==> src/hw/clk_status_pkg.sv <==
package clk_status_pkg;

  // ----------------------------------------------------------------
  // register offsets (printed offsets not all multiples of four: index)
  // ----------------------------------------------------------------
  localparam logic [7:0] IDX_PLL_CLOCK_IRQ_ENABLE     = 8'h68;
  localparam logic [7:0] IDX_REF_HOLDOVER_IRQ_ENABLE  = 8'h69;
  localparam logic [7:0] IDX_PLL_CLOCK_STICKY_STATUS  = 8'h6c;
  localparam logic [7:0] IDX_PLL_CLOCK_LIVE_STATUS    = 8'h6d;
  localparam logic [7:0] IDX_REF_HOLDOVER_STICKY      = 8'h6e;
  localparam logic [7:0] IDX_REF_HOLDOVER_LIVE        = 8'h6f;
  localparam int         ADDR_W                       = 12;

  // ----------------------------------------------------------------
  // field positions
  // ----------------------------------------------------------------
  localparam int BIT_INPUT0  = 0;
  localparam int BIT_VCXO    = 4;
  localparam int BIT_SYNTH   = 5;
  localparam int BIT_SEL_LO  = 5;
  localparam int BIT_HOLD    = 0;
  localparam int BIT_REF     = 1;
  localparam int NUM_INPUTS  = 2;

  // ----------------------------------------------------------------
  // reset values
  // ----------------------------------------------------------------
  localparam logic [7:0] RST_IRQ_ENABLE = 8'h00;
  localparam logic       RST_STICKY     = 1'b1;

endpackage

==> src/hw/clock_status_interrupt_unit.sv <==
// How it works
// - enabled synth lock-loss sticky event pulls irq_out_low low
// - enabled vcxo lock-loss sticky event pulls irq_out_low low
// - per-input loss enable; enabled input loss latch pulls irq_out_low low
// - enabled reference latch interrupts on any change, both directions
// - enabled holdover latch entry pulls irq_out_low low
// - enables reset to zero; disabled latches still record, no interrupt
// - synth sticky reads 0 after any loss since clear, else 1
// - writing 1 clears synth sticky and its pending interrupt
// - vcxo sticky reads 0 after any loss since clear, else 1
// - writing 1 clears vcxo sticky and its pending interrupt
// - each input sticky reads 0 after a loss since clear, else 1
// - writing 1 clears input sticky and its pending interrupt
// - two-bit field shows selected input: 00 input 0, 01 input 1
// - live vcxo lock bit reads 0 during loss; synth live bit is not readable; both feed own sticky latches
// - live input bits read 1 while active, 0 during loss
// - reference sticky records loss; writing 1 clears it, but that change re-raises the interrupt until a second write
// - holdover sticky reads 0 after entry; writing 1 clears it
`timescale 1ns/1ps
module clock_status_interrupt_unit
  import clk_status_pkg::*;
(
  // clock and reset
  input  wire logic                  sys_clk,
  input  wire logic                  rst_n,
  // apb slave
  input  wire logic                  psel,
  input  wire logic                  penable,
  input  wire logic                  pwrite,
  input  wire logic [ADDR_W-1:0]     paddr,
  input  wire logic [31:0]           pwdata,
  input  wire logic [3:0]            pstrb,
  output logic      [31:0]           prdata,
  output logic                       pready,
  output logic                       pslverr,
  // status sources, active low where named so
  input  wire logic                  synth_lock_live,
  input  wire logic                  vcxo_lock_live,
  input  wire logic [NUM_INPUTS-1:0] input_active_live,
  input  wire logic [1:0]            selected_input_field,
  input  wire logic                  refstat_live,
  input  wire logic                  holdover_live,
  // interrupt pin
  output logic                       irq_out_low
);

  // ----------------------------------------------------------------
  // bus decode
  // ----------------------------------------------------------------
  logic       acc;
  logic       wr;
  logic       hit;
  logic       in_page;
  logic [7:0] idx;
  logic       wb0;
  logic       sel_en_pll;
  logic       sel_en_ref;
  logic       sel_stk_pll;
  logic       sel_live_pll;
  logic       sel_stk_ref;
  logic       sel_live_ref;

  assign acc     = psel & penable;
  assign wr      = acc & pwrite;
  // word index is the low byte of the word address; the rest must be zero
  assign idx     = paddr[9:2];
  assign in_page = (paddr[ADDR_W-1:10] == '0) && (paddr[1:0] == 2'b00);
  assign wb0     = wr & pstrb[0] & hit;
  assign pready  = 1'b1;

  // one select per register; refused addresses select nothing
  assign sel_en_pll   = in_page && (idx == IDX_PLL_CLOCK_IRQ_ENABLE);
  assign sel_en_ref   = in_page && (idx == IDX_REF_HOLDOVER_IRQ_ENABLE);
  assign sel_stk_pll  = in_page && (idx == IDX_PLL_CLOCK_STICKY_STATUS);
  assign sel_live_pll = in_page && (idx == IDX_PLL_CLOCK_LIVE_STATUS);
  assign sel_stk_ref  = in_page && (idx == IDX_REF_HOLDOVER_STICKY);
  assign sel_live_ref = in_page && (idx == IDX_REF_HOLDOVER_LIVE);
  assign hit          = sel_en_pll | sel_en_ref | sel_stk_pll |
                        sel_live_pll | sel_stk_ref | sel_live_ref;
  assign pslverr      = acc & ~hit;

  // ----------------------------------------------------------------
  // interrupt enables
  // ----------------------------------------------------------------
  logic                  synth_lock_loss_irq_en;
  logic                  vcxo_lock_loss_irq_en;
  logic [NUM_INPUTS-1:0] input_loss_irq_en;
  logic                  refstat_irq_en;
  logic                  holdover_irq_en;

  always_ff @(posedge sys_clk) begin
    if (!rst_n) begin
      synth_lock_loss_irq_en <= RST_IRQ_ENABLE[BIT_SYNTH];
      vcxo_lock_loss_irq_en  <= RST_IRQ_ENABLE[BIT_VCXO];
      input_loss_irq_en      <= RST_IRQ_ENABLE[BIT_INPUT0 +: NUM_INPUTS];
    end else if (wb0 && sel_en_pll) begin
      synth_lock_loss_irq_en <= pwdata[BIT_SYNTH];
      vcxo_lock_loss_irq_en  <= pwdata[BIT_VCXO];
      input_loss_irq_en      <= pwdata[BIT_INPUT0 +: NUM_INPUTS];
    end
  end

  always_ff @(posedge sys_clk) begin
    if (!rst_n) begin
      refstat_irq_en  <= RST_IRQ_ENABLE[BIT_REF];
      holdover_irq_en <= RST_IRQ_ENABLE[BIT_HOLD];
    end else if (wb0 && sel_en_ref) begin
      refstat_irq_en  <= pwdata[BIT_REF];
      holdover_irq_en <= pwdata[BIT_HOLD];
    end
  end

  // ----------------------------------------------------------------
  // sticky latches (1 = no event), set wins over clear
  // ----------------------------------------------------------------
  logic                  clr_pll;
  logic                  clr_ref;
  logic                  clr_synth;
  logic                  clr_vcxo;
  logic [NUM_INPUTS-1:0] clr_input;
  logic                  clr_refstat;
  logic                  clr_hold;
  logic                  synth_loss;
  logic                  vcxo_loss;
  logic [NUM_INPUTS-1:0] input_loss;
  logic                  ref_loss;
  logic                  hold_entry;
  logic                  synth_lock_sticky;
  logic                  vcxo_lock_sticky;
  logic [NUM_INPUTS-1:0] input_loss_sticky;
  logic                  refstat_sticky;
  logic                  holdover_sticky;
  logic                  refstat_pend;
  logic                  refstat_prev;

  // ----------------------------------------------------------------
  // loss events
  // ----------------------------------------------------------------
  // a live bit low at an edge is an event at that edge
  assign synth_loss = ~synth_lock_live;
  assign vcxo_loss  = ~vcxo_lock_live;
  assign input_loss = ~input_active_live;
  assign ref_loss   = ~refstat_live;
  assign hold_entry = ~holdover_live;

  // ----------------------------------------------------------------
  // write-one-to-clear strobes
  // ----------------------------------------------------------------
  assign clr_pll     = wb0 && sel_stk_pll;
  assign clr_ref     = wb0 && sel_stk_ref;
  assign clr_synth   = clr_pll && pwdata[BIT_SYNTH];
  assign clr_vcxo    = clr_pll && pwdata[BIT_VCXO];
  assign clr_input   = {NUM_INPUTS{clr_pll}} & pwdata[BIT_INPUT0 +: NUM_INPUTS];
  assign clr_refstat = clr_ref && pwdata[BIT_REF];
  assign clr_hold    = clr_ref && pwdata[BIT_HOLD];

  always_ff @(posedge sys_clk) begin
    if (!rst_n) begin
      synth_lock_sticky <= RST_STICKY;
    end else if (synth_loss) begin
      synth_lock_sticky <= 1'b0;
    end else if (clr_synth) begin
      synth_lock_sticky <= 1'b1;
    end
  end

  always_ff @(posedge sys_clk) begin
    if (!rst_n) begin
      vcxo_lock_sticky <= RST_STICKY;
    end else if (vcxo_loss) begin
      vcxo_lock_sticky <= 1'b0;
    end else if (clr_vcxo) begin
      vcxo_lock_sticky <= 1'b1;
    end
  end

  genvar gi;
  generate
    for (gi = 0; gi < NUM_INPUTS; gi++) begin : g_in
      always_ff @(posedge sys_clk) begin
        if (!rst_n) begin
          input_loss_sticky[gi] <= RST_STICKY;
        end else if (input_loss[gi]) begin
          input_loss_sticky[gi] <= 1'b0;
        end else if (clr_input[gi]) begin
          input_loss_sticky[gi] <= 1'b1;
        end
      end
    end
  endgenerate

  always_ff @(posedge sys_clk) begin
    if (!rst_n) begin
      refstat_sticky <= RST_STICKY;
    end else if (ref_loss) begin
      refstat_sticky <= 1'b0;
    end else if (clr_refstat) begin
      refstat_sticky <= 1'b1;
    end
  end

  // ----------------------------------------------------------------
  // reference change detect
  // ----------------------------------------------------------------
  // previous latch value, to see a change in either direction
  always_ff @(posedge sys_clk) begin
    if (!rst_n) begin
      refstat_prev <= RST_STICKY;
    end else begin
      refstat_prev <= refstat_sticky;
    end
  end

  // any change of the reference latch raises a pending flag
  always_ff @(posedge sys_clk) begin
    if (!rst_n) begin
      refstat_pend <= 1'b0;
    end else if (refstat_prev != refstat_sticky) begin
      refstat_pend <= 1'b1;
    end else if (clr_refstat) begin
      refstat_pend <= 1'b0;
    end
  end

  always_ff @(posedge sys_clk) begin
    if (!rst_n) begin
      holdover_sticky <= RST_STICKY;
    end else if (hold_entry) begin
      holdover_sticky <= 1'b0;
    end else if (clr_hold) begin
      holdover_sticky <= 1'b1;
    end
  end

  // ----------------------------------------------------------------
  // interrupt output
  // ----------------------------------------------------------------
  localparam int NUM_SRC = NUM_INPUTS + 4;

  logic [NUM_SRC-1:0] src_pend;
  logic               irq_any;

  // masked sources, one pending bit each
  assign src_pend[0]               = synth_lock_loss_irq_en & ~synth_lock_sticky;
  assign src_pend[1]               = vcxo_lock_loss_irq_en & ~vcxo_lock_sticky;
  assign src_pend[2 +: NUM_INPUTS] = input_loss_irq_en & ~input_loss_sticky;
  // reference source is the change flag, not the latch level
  assign src_pend[NUM_INPUTS+2]    = refstat_irq_en & refstat_pend;
  assign src_pend[NUM_INPUTS+3]    = holdover_irq_en & ~holdover_sticky;
  assign irq_any                   = |src_pend;

  // ----------------------------------------------------------------
  // interrupt pin register
  // ----------------------------------------------------------------
  // low while any enabled event pending
  always_ff @(posedge sys_clk) begin
    if (!rst_n) begin
      irq_out_low <= 1'b1;
    end else begin
      irq_out_low <= ~irq_any;
    end
  end

  // ----------------------------------------------------------------
  // read data
  // ----------------------------------------------------------------
  logic [7:0] word_en_pll;
  logic [7:0] word_en_ref;
  logic [7:0] word_stk_pll;
  logic [7:0] word_live_pll;
  logic [7:0] word_stk_ref;
  logic [7:0] word_live_ref;
  logic [7:0] rd_next;
  logic [7:0] rd_reg;
  logic       rd_setup;

  // register images; reserved bits read zero
  always_comb begin
    word_en_pll                             = 8'h00;
    word_en_pll[BIT_SYNTH]                  = synth_lock_loss_irq_en;
    word_en_pll[BIT_VCXO]                   = vcxo_lock_loss_irq_en;
    word_en_pll[BIT_INPUT0 +: NUM_INPUTS]   = input_loss_irq_en;
    word_en_ref                             = 8'h00;
    word_en_ref[BIT_REF]                    = refstat_irq_en;
    word_en_ref[BIT_HOLD]                   = holdover_irq_en;
    word_stk_pll                            = 8'h00;
    word_stk_pll[BIT_SYNTH]                 = synth_lock_sticky;
    word_stk_pll[BIT_VCXO]                  = vcxo_lock_sticky;
    word_stk_pll[BIT_INPUT0 +: NUM_INPUTS]  = input_loss_sticky;
    word_live_pll                           = 8'h00;
    word_live_pll[BIT_SEL_LO +: 2]          = selected_input_field;
    word_live_pll[BIT_VCXO]                 = vcxo_lock_live;
    word_live_pll[BIT_INPUT0 +: NUM_INPUTS] = input_active_live;
    word_stk_ref                            = 8'h00;
    word_stk_ref[BIT_REF]                   = refstat_sticky;
    word_stk_ref[BIT_HOLD]                  = holdover_sticky;
    word_live_ref                           = 8'h00;
    word_live_ref[BIT_REF]                  = refstat_live;
    word_live_ref[BIT_HOLD]                 = holdover_live;
  end

  // selects are one-hot; refused addresses read zero
  assign rd_next = ({8{sel_en_pll}}   & word_en_pll)   |
                   ({8{sel_en_ref}}   & word_en_ref)   |
                   ({8{sel_stk_pll}}  & word_stk_pll)  |
                   ({8{sel_live_pll}} & word_live_pll) |
                   ({8{sel_stk_ref}}  & word_stk_ref)  |
                   ({8{sel_live_ref}} & word_live_ref);

  // ----------------------------------------------------------------
  // read capture
  // ----------------------------------------------------------------
  // taken in the setup cycle so the word stands through the access phase
  assign rd_setup = psel & ~penable & ~pwrite;

  always_ff @(posedge sys_clk) begin
    if (!rst_n) begin
      rd_reg <= 8'h00;
    end else if (rd_setup) begin
      rd_reg <= rd_next;
    end
  end

  assign prdata = {24'h000000, rd_reg};

endmodule

==> config.mk <==
export PLATFORM = sky130hd
export DESIGN_NAME = clock_status_interrupt_unit
export DESIGN_NICKNAME = d
export VERILOG_FILES = /design/src/hw/clk_status_pkg.sv /design/src/hw/clock_status_interrupt_unit.sv
export SDC_FILE = /design/constraint.sdc
export NUM_CORES = 1
export LEC_CHECK = 0
export BUFFER_PORTS_ARGS = -buffer_cell sky130_fd_sc_hd__buf_2
export CAP_MARGIN = 20
export CORE_ASPECT_RATIO = 0.9
export CORE_MARGIN = 2
export CORE_UTILIZATION = 40
export DETAILED_ROUTE_END_ITERATION = 8
export GPL_ROUTABILITY_DRIVEN = 1
export PLACE_DENSITY_LB_ADDON = 0.15
export SYNTH_ARGS = -nofsm -noshare
export SYNTH_HDL_FRONTEND = slang
export SYNTH_SLANG_ARGS = --single-unit
==> constraint.sdc <==
create_clock -name sys_clk -period 2.01 [get_ports sys_clk]
set_clock_uncertainty 0.1 [all_clocks]
set_input_delay 0.1005 -clock sys_clk [delete_from_list [all_inputs] [get_ports sys_clk]]
set_output_delay 0.1005 -clock sys_clk [all_outputs]
set_load 0.01 [all_outputs]
==> results of run 1 <==
==> final cells by class <==
cell class	instances	area, µm²
fillers	330	1530
multi-input cells	130	732
flip-flops and latches	20	400
repair buffers	48	298
well taps	42	52.6
clock buffers	4	36.3
inverters	5	18.8
==> cell usage after synthesis <==
master,instances,share of area
a21boi_0,3,0.018
a21boi_1,5,0.029
a21oi_1,1,0.0039
a221o_1,1,0.0078
a31oi_1,2,0.0097
and2_1,1,0.0049
and3_1,1,0.0049
buf_4,28,0.16
clkbuf_1,6,0.018
conb_1,2,0.0058
dfxtp_1,20,0.31
inv_1,5,0.015
mux2i_1,8,0.062
nand2_1,25,0.073
nand2b_1,2,0.0097
nand3_1,13,0.051
nand3b_1,1,0.0058
nand4_1,4,0.019
nor2_1,3,0.0088
nor3_1,1,0.0039
nor3b_1,1,0.0058
nor4_2,1,0.0097
nor4_4,1,0.017
o211ai_1,8,0.047
o21ai_0,7,0.027
o21ai_1,5,0.019
o22ai_1,2,0.0097
or2_2,2,0.0097
or3_1,1,0.0049
or4_4,1,0.0088
or4b_4,1,0.011
xnor2_1,1,0.0068
==> repair_timing <==
| item | 4_1_cts | 5_1_grt |
|---|---|---|
| setup buffers | 0 | 0 |
| endpoints found under the hold margin | 11 | 0 |
| hold buffers | 11 | 0 |
| setup endpoints to repair | 0 | 0 |
==> metrics by stage <==
step	total power, mW	utilization
after floorplan	0.548	-
after detailed placement	0.560	0.454
after CTS	0.808	0.501
after global placement	0.556	0.454
final	0.804	0.501
after global routing	0.850	0.501
==> where the power goes <==
| group | leakage (nW) | switching [mW] | internal, mW |
|---|---|---|---|
| registers | 0.164 | 0.00902 | 0.408 |
| logic | 0.490 | 0.0873 | 0.0636 |
| clock network | 0.0210 | 0.126 | 0.111 |
==> kinds of logic after synthesis <==
kind of cell,after synthesis,share of synthesized area
AND/OR/NAND/NOR,59,0.247
buffers and inverters,39,0.196
AO/OA/AOI/OAI,34,0.171
flip-flops,20,0.311
other,2,0.00584
multiplexers,8,0.0623
XOR/XNOR,1,0.00681
==> worst max-delay path: cells and delay by family <==
| family | cells | cell delay (ns) |
|---|---|---|
| simple gates | 3 | 0.99 |
| compound gates | 1 | 0.22 |
| buf+inv | 2 | 0.66 |
==> worst paths after layout <==
kind,depth (start not counted),endpoint,slack [ns]
max reg2reg,3,synth_lock_sticky,0.76
min reg2reg,2,rd_reg[6],0.36
min,2,refstat_prev,0.06
max,6,synth_lock_sticky,0.20
==> metal layers <==
metal / GRT usage / wire length (µm) / vias to the layer above / part of all wire
met3: 0.0447 / 165 / 2 / 0.056
met2: 0.311 / 1390 / 41 / 0.47
met1: 0.211 / 1370 / 547 / 0.47
met4: 0.0435 / 19 / 0 / 0.0064
met5: 0 / 0 / - / 0
li1: - / - / 603 / -
==> flow_summary.toml, run 1 <==
[critical_path]
cp_cell_sequence = "buf_2, or4b_4, nor4_4, nand3_1, o211ai_1, dlygate4sd3_1"
critPathRequiredTime_ns = 2.17
rr_startpoint = "synth_lock_sticky"
crit_slowest_cell = "or4b_4"
cpPeakStageDelay_ns = 0.57
cp-start-kind = "input port"
critPathArrivalTime_ns = 1.97
end_kind = "register"
crit_path_max_fanout = 4
setup.worst_path.start = "paddr[11]"
critPathKind = "in2reg"

[placement]
portBuffers = 36
dpl_cell_area_mm2 = 0.00139
dp.final_hpwl_um = 2290
pre_cts_slack_ns = 0.192
placedCellCount = 234
gp_congestion = 0.850

[finish]
finalNonFillerCells = 249
post-route-cell-area_mm2 = 0.00154
drive_gt1_frac = 0.227
finalNetCount = 269
layout.cells.most_common = "buf_2"
area_delta_synth_final_pct = 19.6
largest_reg_flops = 5
n_antenna_cell = 0
layout_common_cells = "buf_2, conb_1, nand2_1"

[timing]
worstMarginPinSlew_ns = 0.495
layout_min_cycle_time_ns = 1.81
finalSetupViolations = 0
fin_setup_tns_ns = 0
fin_crit_sh = 0.902
max_freq_mhz = 551
slew_viol_final = 0
hold_ws_ns = 0.0571
slew-limit-headroom = 0.667
rsz0062_at_grt = "false"
final.setup.worst_slack_ns = 0.196
final_hold_viol_count = 0

[synth]
synth_cells = 163
ys_ff_latch = 20
synth_area_mm2 = 0.00129
seq_area_frac_synth = 0.311
synth.distinct_cells = 32
ys_warn_count = 0
synth.avg_cell_area_um2 = 7.89

[floorplanning]
start_util = 0.419
die_y_um = 57.8
io_pins = 96
die_area_mm2 = 0.00369
num_rows = 19
fp.dieW_um = 63.8
core_area_mm2 = 0.00307

[route]
antenna_left = 0
via_count = 1193
wl_per_cell_um = 11.8
drc = 0
drt_wl_total_um = 2950
viasPerCell = 4.79
first_pass_iters = 4
drt_iter0_markers = 39

[clocking]
clk_pin_slew_ns = 0.11
cts_max_level = 1
cts_root_buf = "clkbuf_4"
clockBufferDepth = 2
cts_made_buffers = 3
clkSinkCount = 20
insertion_delay_ns = 0.30
post_cts_resized = 0
cts_tree = "yes"

[outcome]
status = "complete, no violations"

[grt]
grt_pass1_wl_um = 5040
grt_pass1_vias = 1118
grt_use_total = 0.174
antenna_found_initial = 0
grt_start_max_net_pins = 24
gr-total-overflow = 0

[job]
maxCapViolCount = 0

[min_path]
min_from = "rst_n"
hp-class = "in2reg"

[power_and_ir_drop]
peakVddDrop_v = 0.000385
p_leak_nw = 0.675
power_density_mw_per_mm2 = 523
(Power assumes the default switching activity.)
==> run 2, diff against run 1 <==
Settings changed: CORE_ASPECT_RATIO 0.9 to 1.4, HOLD_SLACK_MARGIN from default to 0.02.
==> run 2 against run 1 <==
Effect of this change:
- worst setup slack improved by 0.27 ns
- critical path depth shrank 1
- fmax grew 17%
- via count decreased by 4.4%
- cell area grew 0.73%
- power grew 20%
- routed wire length decreased by 5.5%
- register-to-register slack better by 0.19 ns
- count of clock-buffer cells in the layout down 1
- non-clock buffer count shrank 2
- sequential cell count unchanged
- critical path type unchanged
- highest routed layer unchanged
==> flow_summary.toml, run 2 (synthesis results as in run 1) <==
[route]
wl_per_cell_um = 11.4
antenna_left = 0
viasPerCell = 4.67
drc = 0
via_count = 1140
drt_iter0_markers = 25
drt_wl_total_um = 2790
first_pass_iters = 4

[floorplanning]
core_area_mm2 = 0.00309
io_pins = 96
start_util = 0.416
die_area_mm2 = 0.00369
die_y_um = 71.1
fp.dieW_um = 51.9
num_rows = 24

[timing]
hold_ws_ns = 0.0264
fin_crit_sh = 0.769
max_freq_mhz = 647
final_hold_viol_count = 0
finalSetupViolations = 0
layout_min_cycle_time_ns = 1.55
slew_viol_final = 0
rsz0062_at_grt = "false"
fin_setup_tns_ns = 0

[finish]
n_antenna_cell = 0
finalNetCount = 267
largest_reg_flops = 5
layout_common_cells = "buf_2, conb_1, nand2_1"
drive_gt1_frac = 0.229
post-route-cell-area_mm2 = 0.00155
area_delta_synth_final_pct = 20.4
layout.cells.most_common = "buf_2"

[power_and_ir_drop]
total_power_mw = 0.966
p_leak_nw = 0.682
peakVddDrop_v = 0.000448
power_density_mw_per_mm2 = 624

[critical_path]
critPathArrivalTime_ns = 1.60
cpLargestDelayFamily = "simple AND/OR/NAND/NOR gates"
crit_path_max_fanout = 5
critPathRequiredTime_ns = 2.06
cp.buffers_inverters = 1
end_kind = "register"
cp-start-kind = "input port"
crit_slowest_cell = "or4_4"
cp_cell_sequence = "buf_2, or4b_4, or4_4, o21ai_1, a21boi_1"
cpPeakStageDelay_ns = 0.58
critPathKind = "in2reg"

[grt]
grt_use_total = 0.160
gr-total-overflow = 0
grt_pass1_vias = 1058
grt_start_max_net_pins = 24
antenna_found_initial = 0
grt_pass1_wl_um = 4560

[placement]
dpl_cell_area_mm2 = 0.00139
portBuffers = 36
gp_congestion = 0.831
dp.final_hpwl_um = 2220

[clocking]
clkSinkCount = 20
cts_max_level = 1
cts_tree = "yes"
cts_root_buf = "clkbuf_8"
clockBufferDepth = 2
cts_made_buffers = 3
clk_pin_slew_ns = 0.08
insertion_delay_ns = 0.25
post-cts-setup-buffer-count = 0

[job]
maxCapViolCount = 0

[min_path]
hp-class = "in2reg"

[outcome]
status = "complete, no violations"
-- run 2: cell count changes in the layout (fill, tap and decap cells not counted) --
cell           delta
dlygate4sd3_1     -2
bufinv_16         +1
clkbuf_8          +2
clkbuf_4          -3
-- run 2: power breakdown --
group | internal, mW | switching [mW] | total [mW]
sequential | 0.408 | 0.00915 | 0.417
combinational | 0.0607 | 0.0852 | 0.146
clock | 0.266 | 0.137 | 0.403
total | 0.734 | 0.232 | 0.966
-- run 2: timing repair --
| item | in CTS | in global routing |
|---|---|---|
| hold buffers | 9 | 0 |
| gates resized for setup | 0 | 0 |
| endpoints found under the hold margin | 10 | 0 |
-- run 2: final timing paths --
check,from,endpoint,slack [ns],depth (start not counted)
worst max-delay path,paddr[11],refstat_pend,0.46,5
worst min-delay path,pwdata[1],refstat_irq_en,0.03,3
worst max register to register,refstat_irq_en,rd_reg[1],0.95,4
worst min register to register,rd_reg[6],rd_reg[6],0.36,2
-- run 2: metrics by stage --
stage,setup slack (ns),instances,util
finish,0.463,244,0.501
global route,0.407,244,0.501
CTS,0.480,244,0.501
detailed placement,0.203,231,0.449
global placement,0.201,231,0.449
floorplan,0.377,189,-
-- run 2: layer usage --
layer | up-vias | track usage | wire length (µm)
li1 | 597 | - | -
met4 | 0 | 0.0409 | 17
met5 | - | 0 | 0
met3 | 4 | 0.0338 | 132
met1 | 511 | 0.181 | 1160
met2 | 28 | 0.293 | 1480
-- run 2: layout make-up --
type | count | area [µm²]
fillers | 307 | 1540
multi-input cells | 130 | 732
flip-flops and latches | 20 | 400
repair buffers | 46 | 278
well taps | 39 | 48.8
clock buffers | 3 | 41.3
clock inverters | 1 | 30.0
inverters | 5 | 18.8
-- run 2: worst reg2reg max path, delay by kind of cell (launching register included) --
family | cells | cell delay (ns)
AOI/OAI and AO/OA | 2 | 0.34
DFF | 1 | 0.36
muxes | 1 | 0.08
and+or+nand+nor | 1 | 0.11
